<file path="src/core/alu_pkg.sv">
// constants and types shared by the carry add and logic unit
package alu_pkg;

  // register byte offsets on the bus
  localparam logic [7:0]  ADDR_INSTR     = 8'h00;
  localparam logic [7:0]  ADDR_SRC       = 8'h04;
  localparam logic [7:0]  ADDR_STATUS    = 8'h08;
  localparam logic [7:0]  ADDR_SR        = 8'h0C;
  localparam logic [7:0]  ADDR_PAGE      = 8'h10;
  localparam logic [7:0]  ADDR_GREG_BASE = 8'h20;

  // opcode patterns
  localparam logic [7:0]  PFX_CTRL_BYTE  = 8'h04;
  localparam logic [7:0]  PFX_CTRL_WORD  = 8'h0C;
  localparam logic [4:0]  OPC_CTRL_AND   = 5'h0B;
  localparam logic [4:0]  OPC_CARRY_ADD  = 5'h14;
  localparam logic [4:0]  OPC_REG_AND    = 5'h0A;
  localparam int          SIZE_BIT       = 3;

  // control register selector codes
  localparam logic [2:0]  CSEL_SR        = 3'h0;
  localparam logic [2:0]  CSEL_CCR       = 3'h1;
  localparam logic [2:0]  CSEL_BR        = 3'h3;
  localparam logic [2:0]  CSEL_TP        = 3'h6;

  // flag positions in the status word; C, V, Z and N also in the status register
  localparam int          FLAGS_LSB      = 0;
  localparam int          C_BIT          = 0;
  localparam int          V_BIT          = 1;
  localparam int          Z_BIT          = 2;
  localparam int          N_BIT          = 3;
  localparam int          ILLEGAL_BIT    = 4;
  localparam int          INHIBIT_BIT    = 5;

  // reset values
  localparam logic [15:0] SR_RST         = 16'h0700;
  localparam logic [7:0]  PAGE_RST       = 8'h00;
  localparam logic [15:0] GREG_RST       = 16'h0000;

  typedef enum logic [1:0] {
    OP_NONE       = 2'h0,
    OP_CARRY_ADD  = 2'h1,
    OP_REG_AND    = 2'h2,
    OP_CTRL_AND   = 2'h3
  } op_t;

  typedef struct packed {
    logic n;
    logic z;
    logic v;
    logic c;
  } flags_t;

  typedef struct packed {
    op_t         op;
    logic        word;
    logic [2:0]  rsel;
    logic [2:0]  csel;
    logic [15:0] imm;
    logic        illegal;
  } decoded_t;

  typedef struct packed {
    logic [15:0] value;
    flags_t      flags;
  } alu_out_t;

endpackage : alu_pkg

</file>
<file path="src/core/alu_core.sv">
// adder and and unit with the condition flag logic
`timescale 1ns/1ns
module alu_core (
  input  wire alu_pkg::op_t     op,
  input  wire logic             word,
  input  wire logic             status_tgt,
  input  wire logic [15:0]      a_val,
  input  wire logic [15:0]      b_val,
  input  wire alu_pkg::flags_t  flags_in,
  output alu_pkg::alu_out_t     result
);
  import alu_pkg::*;

  logic [16:0] sum_w;
  logic [8:0]  sum_b;
  logic [15:0] raw;
  logic        res_msb;
  logic        a_msb;
  logic        b_msb;
  logic        zero;

  assign sum_w = {1'b0, a_val} + {1'b0, b_val} + {16'h0000, flags_in.c};
  assign sum_b = {1'b0, a_val[7:0]} + {1'b0, b_val[7:0]} + {8'h00, flags_in.c};

  always_comb begin
    if (op == OP_CARRY_ADD) begin
      raw = word ? sum_w[15:0] : {8'h00, sum_b[7:0]};
    end else begin
      raw = a_val & b_val;
    end
    // byte forms leave the upper byte of the destination alone
    result.value = word ? raw : {a_val[15:8], raw[7:0]};
    res_msb      = word ? raw[15] : raw[7];
    a_msb        = word ? a_val[15] : a_val[7];
    b_msb        = word ? b_val[15] : b_val[7];
    zero         = word ? (raw == 16'h0000) : (raw[7:0] == 8'h00);
    result.flags.n = res_msb;
    result.flags.z = zero;
    result.flags.v = 1'b0;
    result.flags.c = flags_in.c;
    case (op)
      OP_CARRY_ADD: begin
        result.flags.n = res_msb;
        result.flags.z = flags_in.z & zero;
        result.flags.v = (a_msb == b_msb) && (res_msb != a_msb);
        result.flags.c = word ? sum_w[16] : sum_b[8];
      end
      OP_CTRL_AND: begin
        if (status_tgt) begin
          result.flags = flags_t'(raw[FLAGS_LSB +: 4]);
        end
      end
      default: begin
      end
    endcase
  end

endmodule : alu_core

</file>
<file path="src/core/carry_add_and_logic_unit.sv">
// execution datapath for carry add, register and and control register and
//
// Overview of operation
// - carry add sums destination, source and carry
// - carry add sets negative from result sign
// - carry add keeps zero only if already zero
// - carry add sets overflow on signed overflow
// - carry add sets carry from top bit
// - register and stores source and destination
// - register and copies result top bit to negative
// - register and sets zero on zero result
// - register and clears overflow, keeps carry
// - control and writes register and immediate back
// - status targets take flags from result bits
// - page targets: negative and zero from result, overflow cleared, carry kept
// - target register fixes byte or word width
// - no interrupt or trace right after control and
// - decode byte and word control and forms
//
// Decided for this implementation: the register offsets and the AHB-Lite interface to the registers.
`timescale 1ns/1ns
module carry_add_and_logic_unit (
  input  wire logic             CLK,
  input  wire logic             RST_N,
  input  wire logic             HSEL,
  input  wire logic [31:0]      HADDR,
  input  wire logic [1:0]       HTRANS,
  input  wire logic             HWRITE,
  input  wire logic [2:0]       HSIZE,
  input  wire logic [31:0]      HWDATA,
  input  wire logic             HREADY,
  output      logic [31:0]      HRDATA,
  output      logic             HREADYOUT,
  output      logic             HRESP,
  output      logic             NO_INT_TRACE
);
  import alu_pkg::*;

  typedef enum logic [3:0] {
    ST_IDLE  = 4'b0001,
    ST_EXEC  = 4'b0010,
    ST_READ  = 4'b0100,
    ST_RDATA = 4'b1000
  } state_t;

  function automatic logic is_greg(input logic [7:0] a);
    return a[7:5] == ADDR_GREG_BASE[7:5];
  endfunction : is_greg

  function automatic logic [1:0] page_idx(input logic [2:0] sel);
    return 2'(sel - CSEL_BR);
  endfunction : page_idx

  state_t      state_q;
  state_t      state_d;
  logic        dph_valid_q;
  logic        dph_write_q;
  logic [7:0]  dph_addr_q;
  logic [31:0] instr_q;
  logic [15:0] src_q;
  logic [15:0] sr_q;
  logic [7:0]  page_q [4];
  logic [15:0] greg_q [8];
  logic [31:0] hrdata_q;
  logic [31:0] rd_mux;
  logic        illegal_q;
  logic        inhibit_q;
  logic        accept;
  logic        ready;
  logic        commit;
  logic        run;
  logic        is_ctrl;
  logic        status_tgt;
  logic [15:0] ctrl_val;
  logic [15:0] a_op;
  logic [15:0] b_op;
  decoded_t    dec;
  alu_out_t    alu;

  instr_decode u_decode (
    .instr (instr_q),
    .dec   (dec)
  );

  assign is_ctrl    = dec.op == OP_CTRL_AND;
  assign status_tgt = dec.csel == CSEL_SR || dec.csel == CSEL_CCR;
  assign ctrl_val   = status_tgt ? sr_q : {8'h00, page_q[page_idx(dec.csel)]};
  // source arrives already fetched, whatever its addressing mode
  assign a_op       = is_ctrl ? ctrl_val : greg_q[dec.rsel];
  assign b_op       = is_ctrl ? dec.imm : src_q;

  alu_core u_alu (
    .op         (dec.op),
    .word       (dec.word),
    .status_tgt (status_tgt),
    .a_val      (a_op),
    .b_val      (b_op),
    .flags_in   (flags_t'(sr_q[FLAGS_LSB +: 4])),
    .result     (alu)
  );

  // bus handshake; one slave so HREADY mirrors HREADYOUT
  assign ready     = state_q == ST_IDLE || state_q == ST_RDATA;
  assign accept    = HSEL && HTRANS[1] && HREADY;
  assign commit    = ready && dph_valid_q && dph_write_q;
  assign run       = state_q == ST_EXEC && !dec.illegal;
  assign HREADYOUT = ready;
  assign HRESP     = 1'b0;
  assign HRDATA    = hrdata_q;
  assign NO_INT_TRACE = inhibit_q;

  always_ff @(posedge CLK or negedge RST_N) begin
    if (!RST_N) begin
      dph_valid_q <= 1'b0;
      dph_write_q <= 1'b0;
      dph_addr_q  <= 8'h00;
    end else if (ready) begin
      dph_valid_q <= accept;
      dph_write_q <= HWRITE;
      dph_addr_q  <= HADDR[7:0];
    end
  end

  // execution stalls the bus for one cycle so no write races the writeback
  always_comb begin
    state_d = state_q;
    case (state_q)
      ST_IDLE, ST_RDATA: begin
        if (commit && dph_addr_q == ADDR_INSTR) begin
          state_d = ST_EXEC;
        end else if (accept && !HWRITE) begin
          state_d = ST_READ;
        end else begin
          state_d = ST_IDLE;
        end
      end
      ST_EXEC: state_d = (dph_valid_q && !dph_write_q) ? ST_READ : ST_IDLE;
      ST_READ: state_d = ST_RDATA;
      default: state_d = ST_IDLE;
    endcase
  end

  always_ff @(posedge CLK or negedge RST_N) begin
    if (!RST_N) begin
      state_q <= ST_IDLE;
    end else begin
      state_q <= state_d;
    end
  end

  always_comb begin
    rd_mux = 32'h0000_0000;
    if (is_greg(dph_addr_q)) begin
      rd_mux = {16'h0000, greg_q[dph_addr_q[4:2]]};
    end else begin
      case (dph_addr_q)
        ADDR_INSTR:  rd_mux = instr_q;
        ADDR_SRC:    rd_mux = {16'h0000, src_q};
        ADDR_STATUS: rd_mux = {26'h0, inhibit_q, illegal_q, sr_q[FLAGS_LSB +: 4]};
        ADDR_SR:     rd_mux = {16'h0000, sr_q};
        ADDR_PAGE:   rd_mux = {page_q[3], page_q[2], page_q[1], page_q[0]};
        default:     rd_mux = 32'h0000_0000;
      endcase
    end
  end

  always_ff @(posedge CLK or negedge RST_N) begin
    if (!RST_N) begin
      hrdata_q <= 32'h0000_0000;
    end else if (state_q == ST_READ) begin
      hrdata_q <= rd_mux;
    end
  end

  always_ff @(posedge CLK or negedge RST_N) begin
    if (!RST_N) begin
      instr_q <= 32'h0000_0000;
      src_q   <= 16'h0000;
    end else if (commit && dph_addr_q == ADDR_INSTR) begin
      instr_q <= HWDATA;
    end else if (commit && dph_addr_q == ADDR_SRC) begin
      src_q <= HWDATA[15:0];
    end
  end

  generate
    for (genvar i = 0; i < 8; i++) begin : g_greg
      always_ff @(posedge CLK or negedge RST_N) begin
        if (!RST_N) begin
          greg_q[i] <= GREG_RST;
        end else if (commit && is_greg(dph_addr_q) && dph_addr_q[4:2] == 3'(i)) begin
          greg_q[i] <= HWDATA[15:0];
        end else if (run && !is_ctrl && dec.rsel == 3'(i)) begin
          greg_q[i] <= alu.value;
        end
      end
    end
    for (genvar p = 0; p < 4; p++) begin : g_page
      always_ff @(posedge CLK or negedge RST_N) begin
        if (!RST_N) begin
          page_q[p] <= PAGE_RST;
        end else if (commit && dph_addr_q == ADDR_PAGE) begin
          page_q[p] <= HWDATA[8*p +: 8];
        end else if (run && is_ctrl && !status_tgt && page_idx(dec.csel) == 2'(p)) begin
          page_q[p] <= alu.value[7:0];
        end
      end
    end
  endgenerate

  always_ff @(posedge CLK or negedge RST_N) begin
    if (!RST_N) begin
      sr_q <= SR_RST;
    end else if (commit && dph_addr_q == ADDR_SR) begin
      sr_q <= HWDATA[15:0];
    end else if (run && is_ctrl && status_tgt) begin
      sr_q <= alu.value;
    end else if (run) begin
      sr_q[FLAGS_LSB +: 4] <= alu.flags;
    end
  end

  // inhibit lasts until the next instruction finishes executing
  always_ff @(posedge CLK or negedge RST_N) begin
    if (!RST_N) begin
      inhibit_q <= 1'b0;
      illegal_q <= 1'b0;
    end else if (state_q == ST_EXEC) begin
      inhibit_q <= run && is_ctrl;
      illegal_q <= dec.illegal;
    end
  end

  // checks
  logic [16:0] chk_sum;
  logic        add_w;
  logic [15:0] and_w;
  assign chk_sum = {1'b0, greg_q[dec.rsel]} + {1'b0, src_q} + {16'h0000, sr_q[C_BIT]};
  assign and_w   = greg_q[dec.rsel] & src_q;
  assign add_w   = run && dec.op == OP_CARRY_ADD && dec.word;
endmodule : carry_add_and_logic_unit

</file>
<file path="src/core/instr_decode.sv">
// decoder of the carry add, register and and control register and forms
`timescale 1ns/1ns
module instr_decode (
  input  wire logic [31:0]      instr,
  output alu_pkg::decoded_t     dec
);
  import alu_pkg::*;

  function automatic logic ctrl_valid(input logic [2:0] sel);
    return sel == CSEL_SR || sel == CSEL_CCR || (sel >= CSEL_BR && sel <= CSEL_TP);
  endfunction : ctrl_valid

  // only the status word is word sized
  function automatic logic ctrl_is_word(input logic [2:0] sel);
    return sel == CSEL_SR;
  endfunction : ctrl_is_word

  always_comb begin
    dec = '0;
    dec.op = OP_NONE;
    if (instr[31:24] == PFX_CTRL_BYTE && instr[15:11] == OPC_CTRL_AND) begin
      dec.op      = OP_CTRL_AND;
      dec.word    = 1'b0;
      dec.csel    = instr[10:8];
      dec.imm     = {8'h00, instr[23:16]};
      dec.illegal = !ctrl_valid(instr[10:8]) || ctrl_is_word(instr[10:8]);
    end else if (instr[31:24] == PFX_CTRL_WORD && instr[7:3] == OPC_CTRL_AND) begin
      dec.op      = OP_CTRL_AND;
      dec.word    = 1'b1;
      dec.csel    = instr[2:0];
      dec.imm     = instr[23:8];
      dec.illegal = !ctrl_valid(instr[2:0]) || !ctrl_is_word(instr[2:0]);
    end else if (instr[23:19] == OPC_CARRY_ADD) begin
      dec.op      = OP_CARRY_ADD;
      dec.word    = instr[24 + SIZE_BIT];
      dec.rsel    = instr[18:16];
    end else if (instr[23:19] == OPC_REG_AND) begin
      dec.op      = OP_REG_AND;
      dec.word    = instr[24 + SIZE_BIT];
      dec.rsel    = instr[18:16];
    end else begin
      dec.illegal = 1'b1;
    end
  end

endmodule : instr_decode

</file>
<file path="config.mk">
export PLATFORM = sky130hd
export DESIGN_NAME = carry_add_and_logic_unit
export DESIGN_NICKNAME = d
export VERILOG_FILES = /design/src/core/alu_pkg.sv /design/src/core/alu_core.sv /design/src/core/carry_add_and_logic_unit.sv /design/src/core/instr_decode.sv
export SDC_FILE = /design/constraint.sdc
export NUM_CORES = 1
export LEC_CHECK = 0
export CAP_MARGIN = 10
export CORE_ASPECT_RATIO = 1.5
export CORE_MARGIN = 2
export CORE_UTILIZATION = 40
export DETAILED_ROUTE_END_ITERATION = 16
export DONT_BUFFER_PORTS = 1
export SLEW_MARGIN = 10
export SYNTH_ARGS = -nofsm -noshare
export SYNTH_HDL_FRONTEND = slang
export SYNTH_SLANG_ARGS = --single-unit
</file>
<file path="constraint.sdc">
create_clock -name CLK -period 6.52 [get_ports CLK]
set_clock_uncertainty 0.2 [all_clocks]
set_input_delay 0.652 -clock CLK [delete_from_list [all_inputs] [get_ports CLK]]
set_output_delay 0.652 -clock CLK [all_outputs]
set_load 0.02 [all_outputs]
</file>
# Yosys cells after proc, flatten, opt, wreduce, memory -nomap -nowiden
# Index checks and enable logic that the tools add are counted.
[word_totals]
input_bits = 74
regBits = 272
[classes]
add_sub_neg = 5
n_eq_ne = 40
muxes = 67
bitwise_logic = 6
n_reduce_logical = 84
magnitude_cmp = 7
[ops]
columns = ["op", "count"]
rows = [
  ["$mux W16", 27],
  ["$pmux W32 S5", 1],
  ["$bmux W16 S3", 2],
  ["$mux W8", 10],
  ["$logic_and A1 B1 Y1", 41],
  ["$mux W32", 1],
  ["$reduce_bool A2 Y1", 13],
  ["$eq A3 B3 Y1 const B", 8],
  ["$eq A8 B4 Y1 const B", 3],
  ["$mux W20", 1],
  ["$mux W19", 1],
  ["$eq A3 B1 Y1 const B", 6],
  ["$mux W3", 6],
  ["$add A16 B16 Y17", 1],
  ["$add A17 B1 Y17", 1],
  ["$and A16 B16 Y16", 1],
  ["$bmux W8 S2", 1],
  ["$eq A8 B3 Y1 const B", 2],
  ["$logic_not A16 Y1", 1],
  ["$logic_not A8 Y1", 2],
  ["$mux W4", 4],
  ["$eq A5 B4 Y1 const B", 3],
  ["$logic_not A3 Y1", 5],
  ["$eq A3 B2 Y1 const B", 4],
  ["other kinds (35)", 64],
]

# Longest topological paths before layout
[depth]
depth_word = 25
ltp_mapped = 23
ltp_nobuf = 21

# Modules after synthesis
# A second synthesis with hierarchy kept.
[unflattened]
cells_unflattened = 1672
area_unflattened_um2 = 17271.6
[by_module_without_submodules]
columns = ["mod", "n_inst", "cells_each", "seq_area_each_um2", "area_per_inst_um2"]
rows = [
  ["carry_add_and_logic_unit", 1, 1412, 6811.5, 15477.3],
  ["alu_core", 1, 214, 0.0, 1387.6],
  ["instr_decode", 1, 46, 0.0, 406.6],
]

# Worst setup path before layout
# No wires, ideal clock.
[synth_timing]
path_kind = "reg2reg"
from = "reg instr_q[29]"
to = "reg sr_q[2]"
synth_period_minus_slack_ns = 5.743
t_required_ns = 6.238
t_arrival_ns = 5.461
setup_time_ns = 0.082
path_stages_with_launch = 23
n_path_buf = 2
path_slack_ns = 0.777
cell_sequence = "dfrtp_1 > or4_4 > or2_0 > buf_2 > a21o_1 > inv_1 > ha_1 > nor2_1 > a221oi_2 > clkbuf_1 > a211oi_1 > a41o_1 > fa_1 > fa_1 > nor2b_1 > o21ba_2 > o21ai_0 > a2111oi_0 > a211oi_1 > or3_1 > a21oi_1 > nand4_1 > a31oi_1"
[synth_between]
elab_chain_cells = 22
word_cells_on_any_way = 50
[synth_lines]
columns = ["item", "line", "rtl"]
rows = [
  ["from (decl)", "carry_add_and_logic_unit.sv:59", "logic [31:0] instr_q;"],
  ["from (signal assigned)", "carry_add_and_logic_unit.sv:177", "instr_q <= 32'h0000_0000;"],
  ["from (signal assigned)", "carry_add_and_logic_unit.sv:180", "instr_q <= HWDATA;"],
  ["$eq A8 B4 Y1", "instr_decode.sv:27", "end else if (instr[31:24] == PFX_CTRL_WORD && instr[7:3] == OPC_CTRL_AND) begin"],
  ["$logic_and A1 B1 Y1", "instr_decode.sv:27", ""],
  ["$mux W19", "instr_decode.sv:27", ""],
  ["$mux W20", "instr_decode.sv:21", "if (instr[31:24] == PFX_CTRL_BYTE && instr[15:11] == OPC_CTRL_AND) begin"],
  ["$sub A2 B2 Y2", "carry_add_and_logic_unit.sv:51", "return 2'(sel - CSEL_BR);"],
  ["$not A2 Y3 (implied by the code)", "carry_add_and_logic_unit.sv:87", "assign ctrl_val = status_tgt ? sr_q : {8'h00, page_q[page_idx(dec.csel)]};"],
  ["$bmux W8 S2", "carry_add_and_logic_unit.sv:87", ""],
  ["$mux W8 (implied by the code) (2 in series)", "carry_add_and_logic_unit.sv:87", ""],
  ["(+5 left out)", "n/a", ""],
  ["$mux W16", "alu_core.sv:26", "if (op == OP_CARRY_ADD) begin"],
  ["$logic_not A16 Y1 / $logic_not A8 Y1 (equally long branches)", "alu_core.sv:36", "zero = word ? (raw == 16'h0000) : (raw[7:0] == 8'h00);"],
  ["$mux W1", "alu_core.sv:36", ""],
  ["$mux W4 / $and A1 B1 Y1 (equally long branches)", "alu_core.sv:49, alu_core.sv:44", ""],
  ["$pmux W4 S2", "alu_core.sv:41", "case (op)"],
  ["$mux W4", "carry_add_and_logic_unit.sv:218", "end else if (run) begin"],
  ["$mux W4", "carry_add_and_logic_unit.sv:216", "end else if (run && is_ctrl && status_tgt) begin"],
  ["$mux W16", "carry_add_and_logic_unit.sv:214", "end else if (commit && dph_addr_q == ADDR_SR) begin"],
  ["to (signal assigned)", "carry_add_and_logic_unit.sv:215", "sr_q <= HWDATA[15:0];"],
  ["to (signal assigned)", "carry_add_and_logic_unit.sv:217", "sr_q <= alu.value;"],
  ["to (signal, indexed assignment)", "carry_add_and_logic_unit.sv:219", "sr_q[FLAGS_LSB +: 4] <= alu.flags;"],
  ["to (decl)", "carry_add_and_logic_unit.sv:61", "logic [15:0] sr_q;"],
]
# Several ways; a longest one is shown, not always the timed one. The select of a mux whose other input is x is not followed.
# A chain may end at the register's enable or synchronous reset.

# Final worst setup path
[layout_timing]
from = "reg instr_q[27]"
to = "reg sr_q[1]"
[layout_between]
elab_chain_cells = 22
word_cells_on_any_way = 54
[layout_lines]
columns = ["item", "line", "rtl"]
rows = [
  ["$eq A8 B4 Y1", "instr_decode.sv:27", ""],
  ["$logic_and A1 B1 Y1", "instr_decode.sv:27", ""],
  ["$mux W19", "instr_decode.sv:27", ""],
  ["$mux W20", "instr_decode.sv:21", ""],
  ["$sub A2 B2 Y2", "carry_add_and_logic_unit.sv:51", ""],
  ["$not A2 Y3 (implied by the code)", "carry_add_and_logic_unit.sv:87", ""],
  ["$bmux W8 S2", "carry_add_and_logic_unit.sv:87", ""],
  ["$mux W8 (implied by the code) (2 in series)", "carry_add_and_logic_unit.sv:87", ""],
  ["(+5 left out)", "n/a", ""],
  ["$mux W16", "alu_core.sv:26", ""],
  ["$mux W1", "alu_core.sv:33", "res_msb = word ? raw[15] : raw[7];"],
  ["$ne A1 B1 Y1", "alu_core.sv:45", "result.flags.v = (a_msb == b_msb) && (res_msb != a_msb);"],
  ["$logic_and A1 B1 Y1", "alu_core.sv:45", ""],
  ["$pmux W4 S2", "alu_core.sv:41", ""],
  ["$mux W4", "carry_add_and_logic_unit.sv:218", ""],
  ["$mux W4", "carry_add_and_logic_unit.sv:216", ""],
  ["$mux W16", "carry_add_and_logic_unit.sv:214", ""],
]
# Several ways; a longest one is shown, not always the timed one. The select of a mux whose other input is x is not followed.

==> impl_metrics.toml <==
[floorplan]
core_area_um2 = 39100
start_util_pct = 40.3
io_pins = 109
die_area_um2 = 41000
die-width_um = 166
die_h_um = 247
rows = 89

[logic_synthesis]
syn_area_um2 = 15800
ys_seq_area_share_pct = 43.2
synth.distinct_cells = 83
yosysWarnings = 0
syn_nets = 1660
synth_edf_count = 0
ys_ff_latch = 272
synthFlopType = "dfrtp_1"
syn_inst = 1564
async_reset_ff_share_pct = 100
syn_area_per_cell_um2 = 10.1

[final_layout]
layout_common_cells = "dfrtp_1, o21ai_0, nand2_1"
nets = 1674
diodes = 0
area_growth_pct = 13.3
final_cells = 2100
drive_gt1_share_pct = 17.4
final_common_cell = "dfrtp_1"

[global_route]
grt_pass1_vias = 13900
grt_use_total_pct = 29.5
grt_pass1_wl_mm = 90.8
antenna_found_initial = 2
gr-total-overflow = 0
grt_max_degree = 273

[worst_setup_path]
worstPathRequired_ns = 6.78
start_kind = "flip-flop"
max_stage_delay_ns = 0.49
cp_common_cell = "buf_4"
reg2reg_slack_ns = 0.29
worstPathMaxFanout = 9
worstSetupEndpointType = "flip-flop"
rr_startpoint = "instr_q[27]"
worst-setup-path-type = "reg -> reg"
cp-startpoint = "instr_q[27]"
cp_slowest_cell = "dfrtp_1"
path_cells = "nand4bb_1, or3_1, a21o_1, ha_1, buf_4, mux4_2, nor2b_1, a211oi_1, a41oi_1, ha_1, nand2b_1, a211oi_1, buf_4, o21ai_0, nand2_1, a31oi_1, xnor2_1, a211oi_2, a211oi_2, buf_4, o41ai_2"
crit_arrival_ns = 6.49
rr_worst_depth = 21

[clock_tree]
root_buffer = "clkbuf_16"
postCtsSetupBuffers = 0
clk_path_buf_depth = 3
clk_pin_slew_worst_paths_ns = 0.07
tritoncts = "yes"
clock_latency_ns = 0.59
postCtsHoldBufs = 40
htree_levels = 1
cts_num_sinks = 272
numCtsBuffers = 28

[sta]
tns_ns = 0
worst_slew_pin_slew_ns = 1.23
period_minus_slack_ns = 6.23
setup_viol = 0
hold_viol_final = 271
timing.fmax_mhz = 161
max_slew_margin_pct = 17.9
rsz0062_at_grt = "no"
drv_slew = 0
period_share_pct = 95.5
hold-worst-slack_ns = -0.438
setup_ws_ns = 0.293

[place]
hpwlAfterDp_mm = 41.1
place_congestion = 0.984
pre_cts_ws_ns = 0.297
portBuffers = 0
placed_cells = 2008

[flow_run]
drv_cap = 0

[drt]
drc = 0
drtAntennaViolNets = 0
dr.pass1.iters = 6
vias = 14000
viasPerCell = 6.66
first_iter_violations = 1543
drt-total-wl_mm = 61.0
wl_per_cell_um = 29.1

[power]
peakVddDrop_uv = 269
p_leak_nw = 7.27
powerDensity_nw_per_um2 = 314

[outcome]
violations = "negative hold slack"
status = "complete, but fails checks"

[min_path]
hold_path_class = "in -> async"
## power breakdown
group / total [mW] / switching (mW) / leakage, nW / internal (mW)
Sequential: 2.32 / 0.331 / 3.11 / 1.99
Combinational: 1.55 / 0.858 / 3.68 / 0.691
Clock: 1.74 / 0.747 / 0.480 / 0.990
## metal layers
metal  vias to the layer above  GRT usage [%]  share of wire, %
met5                         -              0             0.038
met3                       266           5.76               8.6
met1                      6879           32.9                35
met2                       829           50.5                49
met4                         4           21.3               8.2
li1                       6000              -                 -
## sequential cells by signal, indices dropped and copies added (netlist names)
name,flops
greg_q,128
instr_q,32
src_q,16
page_q,32
HRDATA,32
dph_addr_q,8
sr_q,16
NO_INT_TRACE,1
dph_write_q,1
state_q,4
illegal_q,1
dph_valid_q,1
## final cells by class
class	instances	area [um2]
sequential	272	6820
fill	3670	21200
clock buffer	36	801
clock inverter	16	183
tap	500	626
timing repair buffer	120	1000
inverter	19	71.3
multi-input combinational	1137	8370
## synthesized netlist by cell type (7+ instances only)
cell type / number / share of area [%]
a211oi_1: 12 / 0.57
a21o_1: 11 / 0.52
a21oi_1: 57 / 1.8
a221o_1: 81 / 5.1
a221oi_1: 26 / 1.4
a222oi_1: 9 / 0.57
a22o_1: 12 / 0.67
a22oi_1: 107 / 5.1
a31oi_1: 7 / 0.28
and3_1: 7 / 0.28
buf_1: 18 / 0.43
buf_2: 21 / 0.67
clkbuf_1: 92 / 2.2
dfrtp_1: 268 / 43
ha_1: 20 / 1.6
inv_1: 19 / 0.45
mux2_2: 50 / 3.6
mux2i_1: 31 / 2.0
mux4_2: 52 / 7.4
nand2_1: 174 / 4.1
nand2b_1: 9 / 0.36
nand3_1: 11 / 0.35
nor2_1: 125 / 3.0
nor3_1: 14 / 0.44
o211ai_1: 8 / 0.38
o21a_1: 23 / 1.1
o21ai_0: 183 / 5.8
o21ai_1: 10 / 0.32
or3_1: 8 / 0.32
xnor2_1: 8 / 0.44
## path summary, 6_finish.rpt
kind,to
setup / recovery,sr_q[1]
hold / removal,greg_q[125]
setup reg to reg,sr_q[1]
hold reg to reg,dph_addr_q[0]
max in group asynchronous,instr_q[17]
min in group CLK,instr_q[20]
## through the flow
stage / area, um2 / util, % / power [mW]
3_3_place_gp: 16500 / 42.1 / 3.82
2_1_floorplan: 15800 / - / 3.38
4_1_cts: 17900 / 45.7 / 5.60
6_report: 17900 / 45.7 / 5.61
3_5_place_dp: 16500 / 42.1 / 3.84
5_1_grt: 17900 / 45.7 / 5.84
## worst max-delay path: cells and delay by family (launching register included)
family | cells | cell delay (ns)
xor+xnor | 1 | 0.16
compound gates | 9 | 2.28
simple gates | 5 | 1.36
fa+ha+maj | 2 | 0.69
mux | 1 | 0.40
buf+inv | 3 | 0.54
flops | 1 | 0.49
## cell families (layout without fill, tap and decap cells)
group / count (synthesis) / count (layout) / synth area share (%)
compound gates: 586 / 586 / 26.3
simple gates: 384 / 384 / 10.9
flops: 272 / 272 / 43.2
buf+inv: 155 / 191 / 4.02
mux: 134 / 134 / 13.1
fa+ha+maj: 22 / 22 / 1.84
xor+xnor: 10 / 10 / 0.556
other cells: 1 / 1 / 0.0238
## what timing repair did
action	4_1_cts	5_1_grt
setup endpoints to repair	0	3
hold endpoints to repair	328	272
resized for setup	0	2
Note: power is estimated with default switching activity, not from simulation.
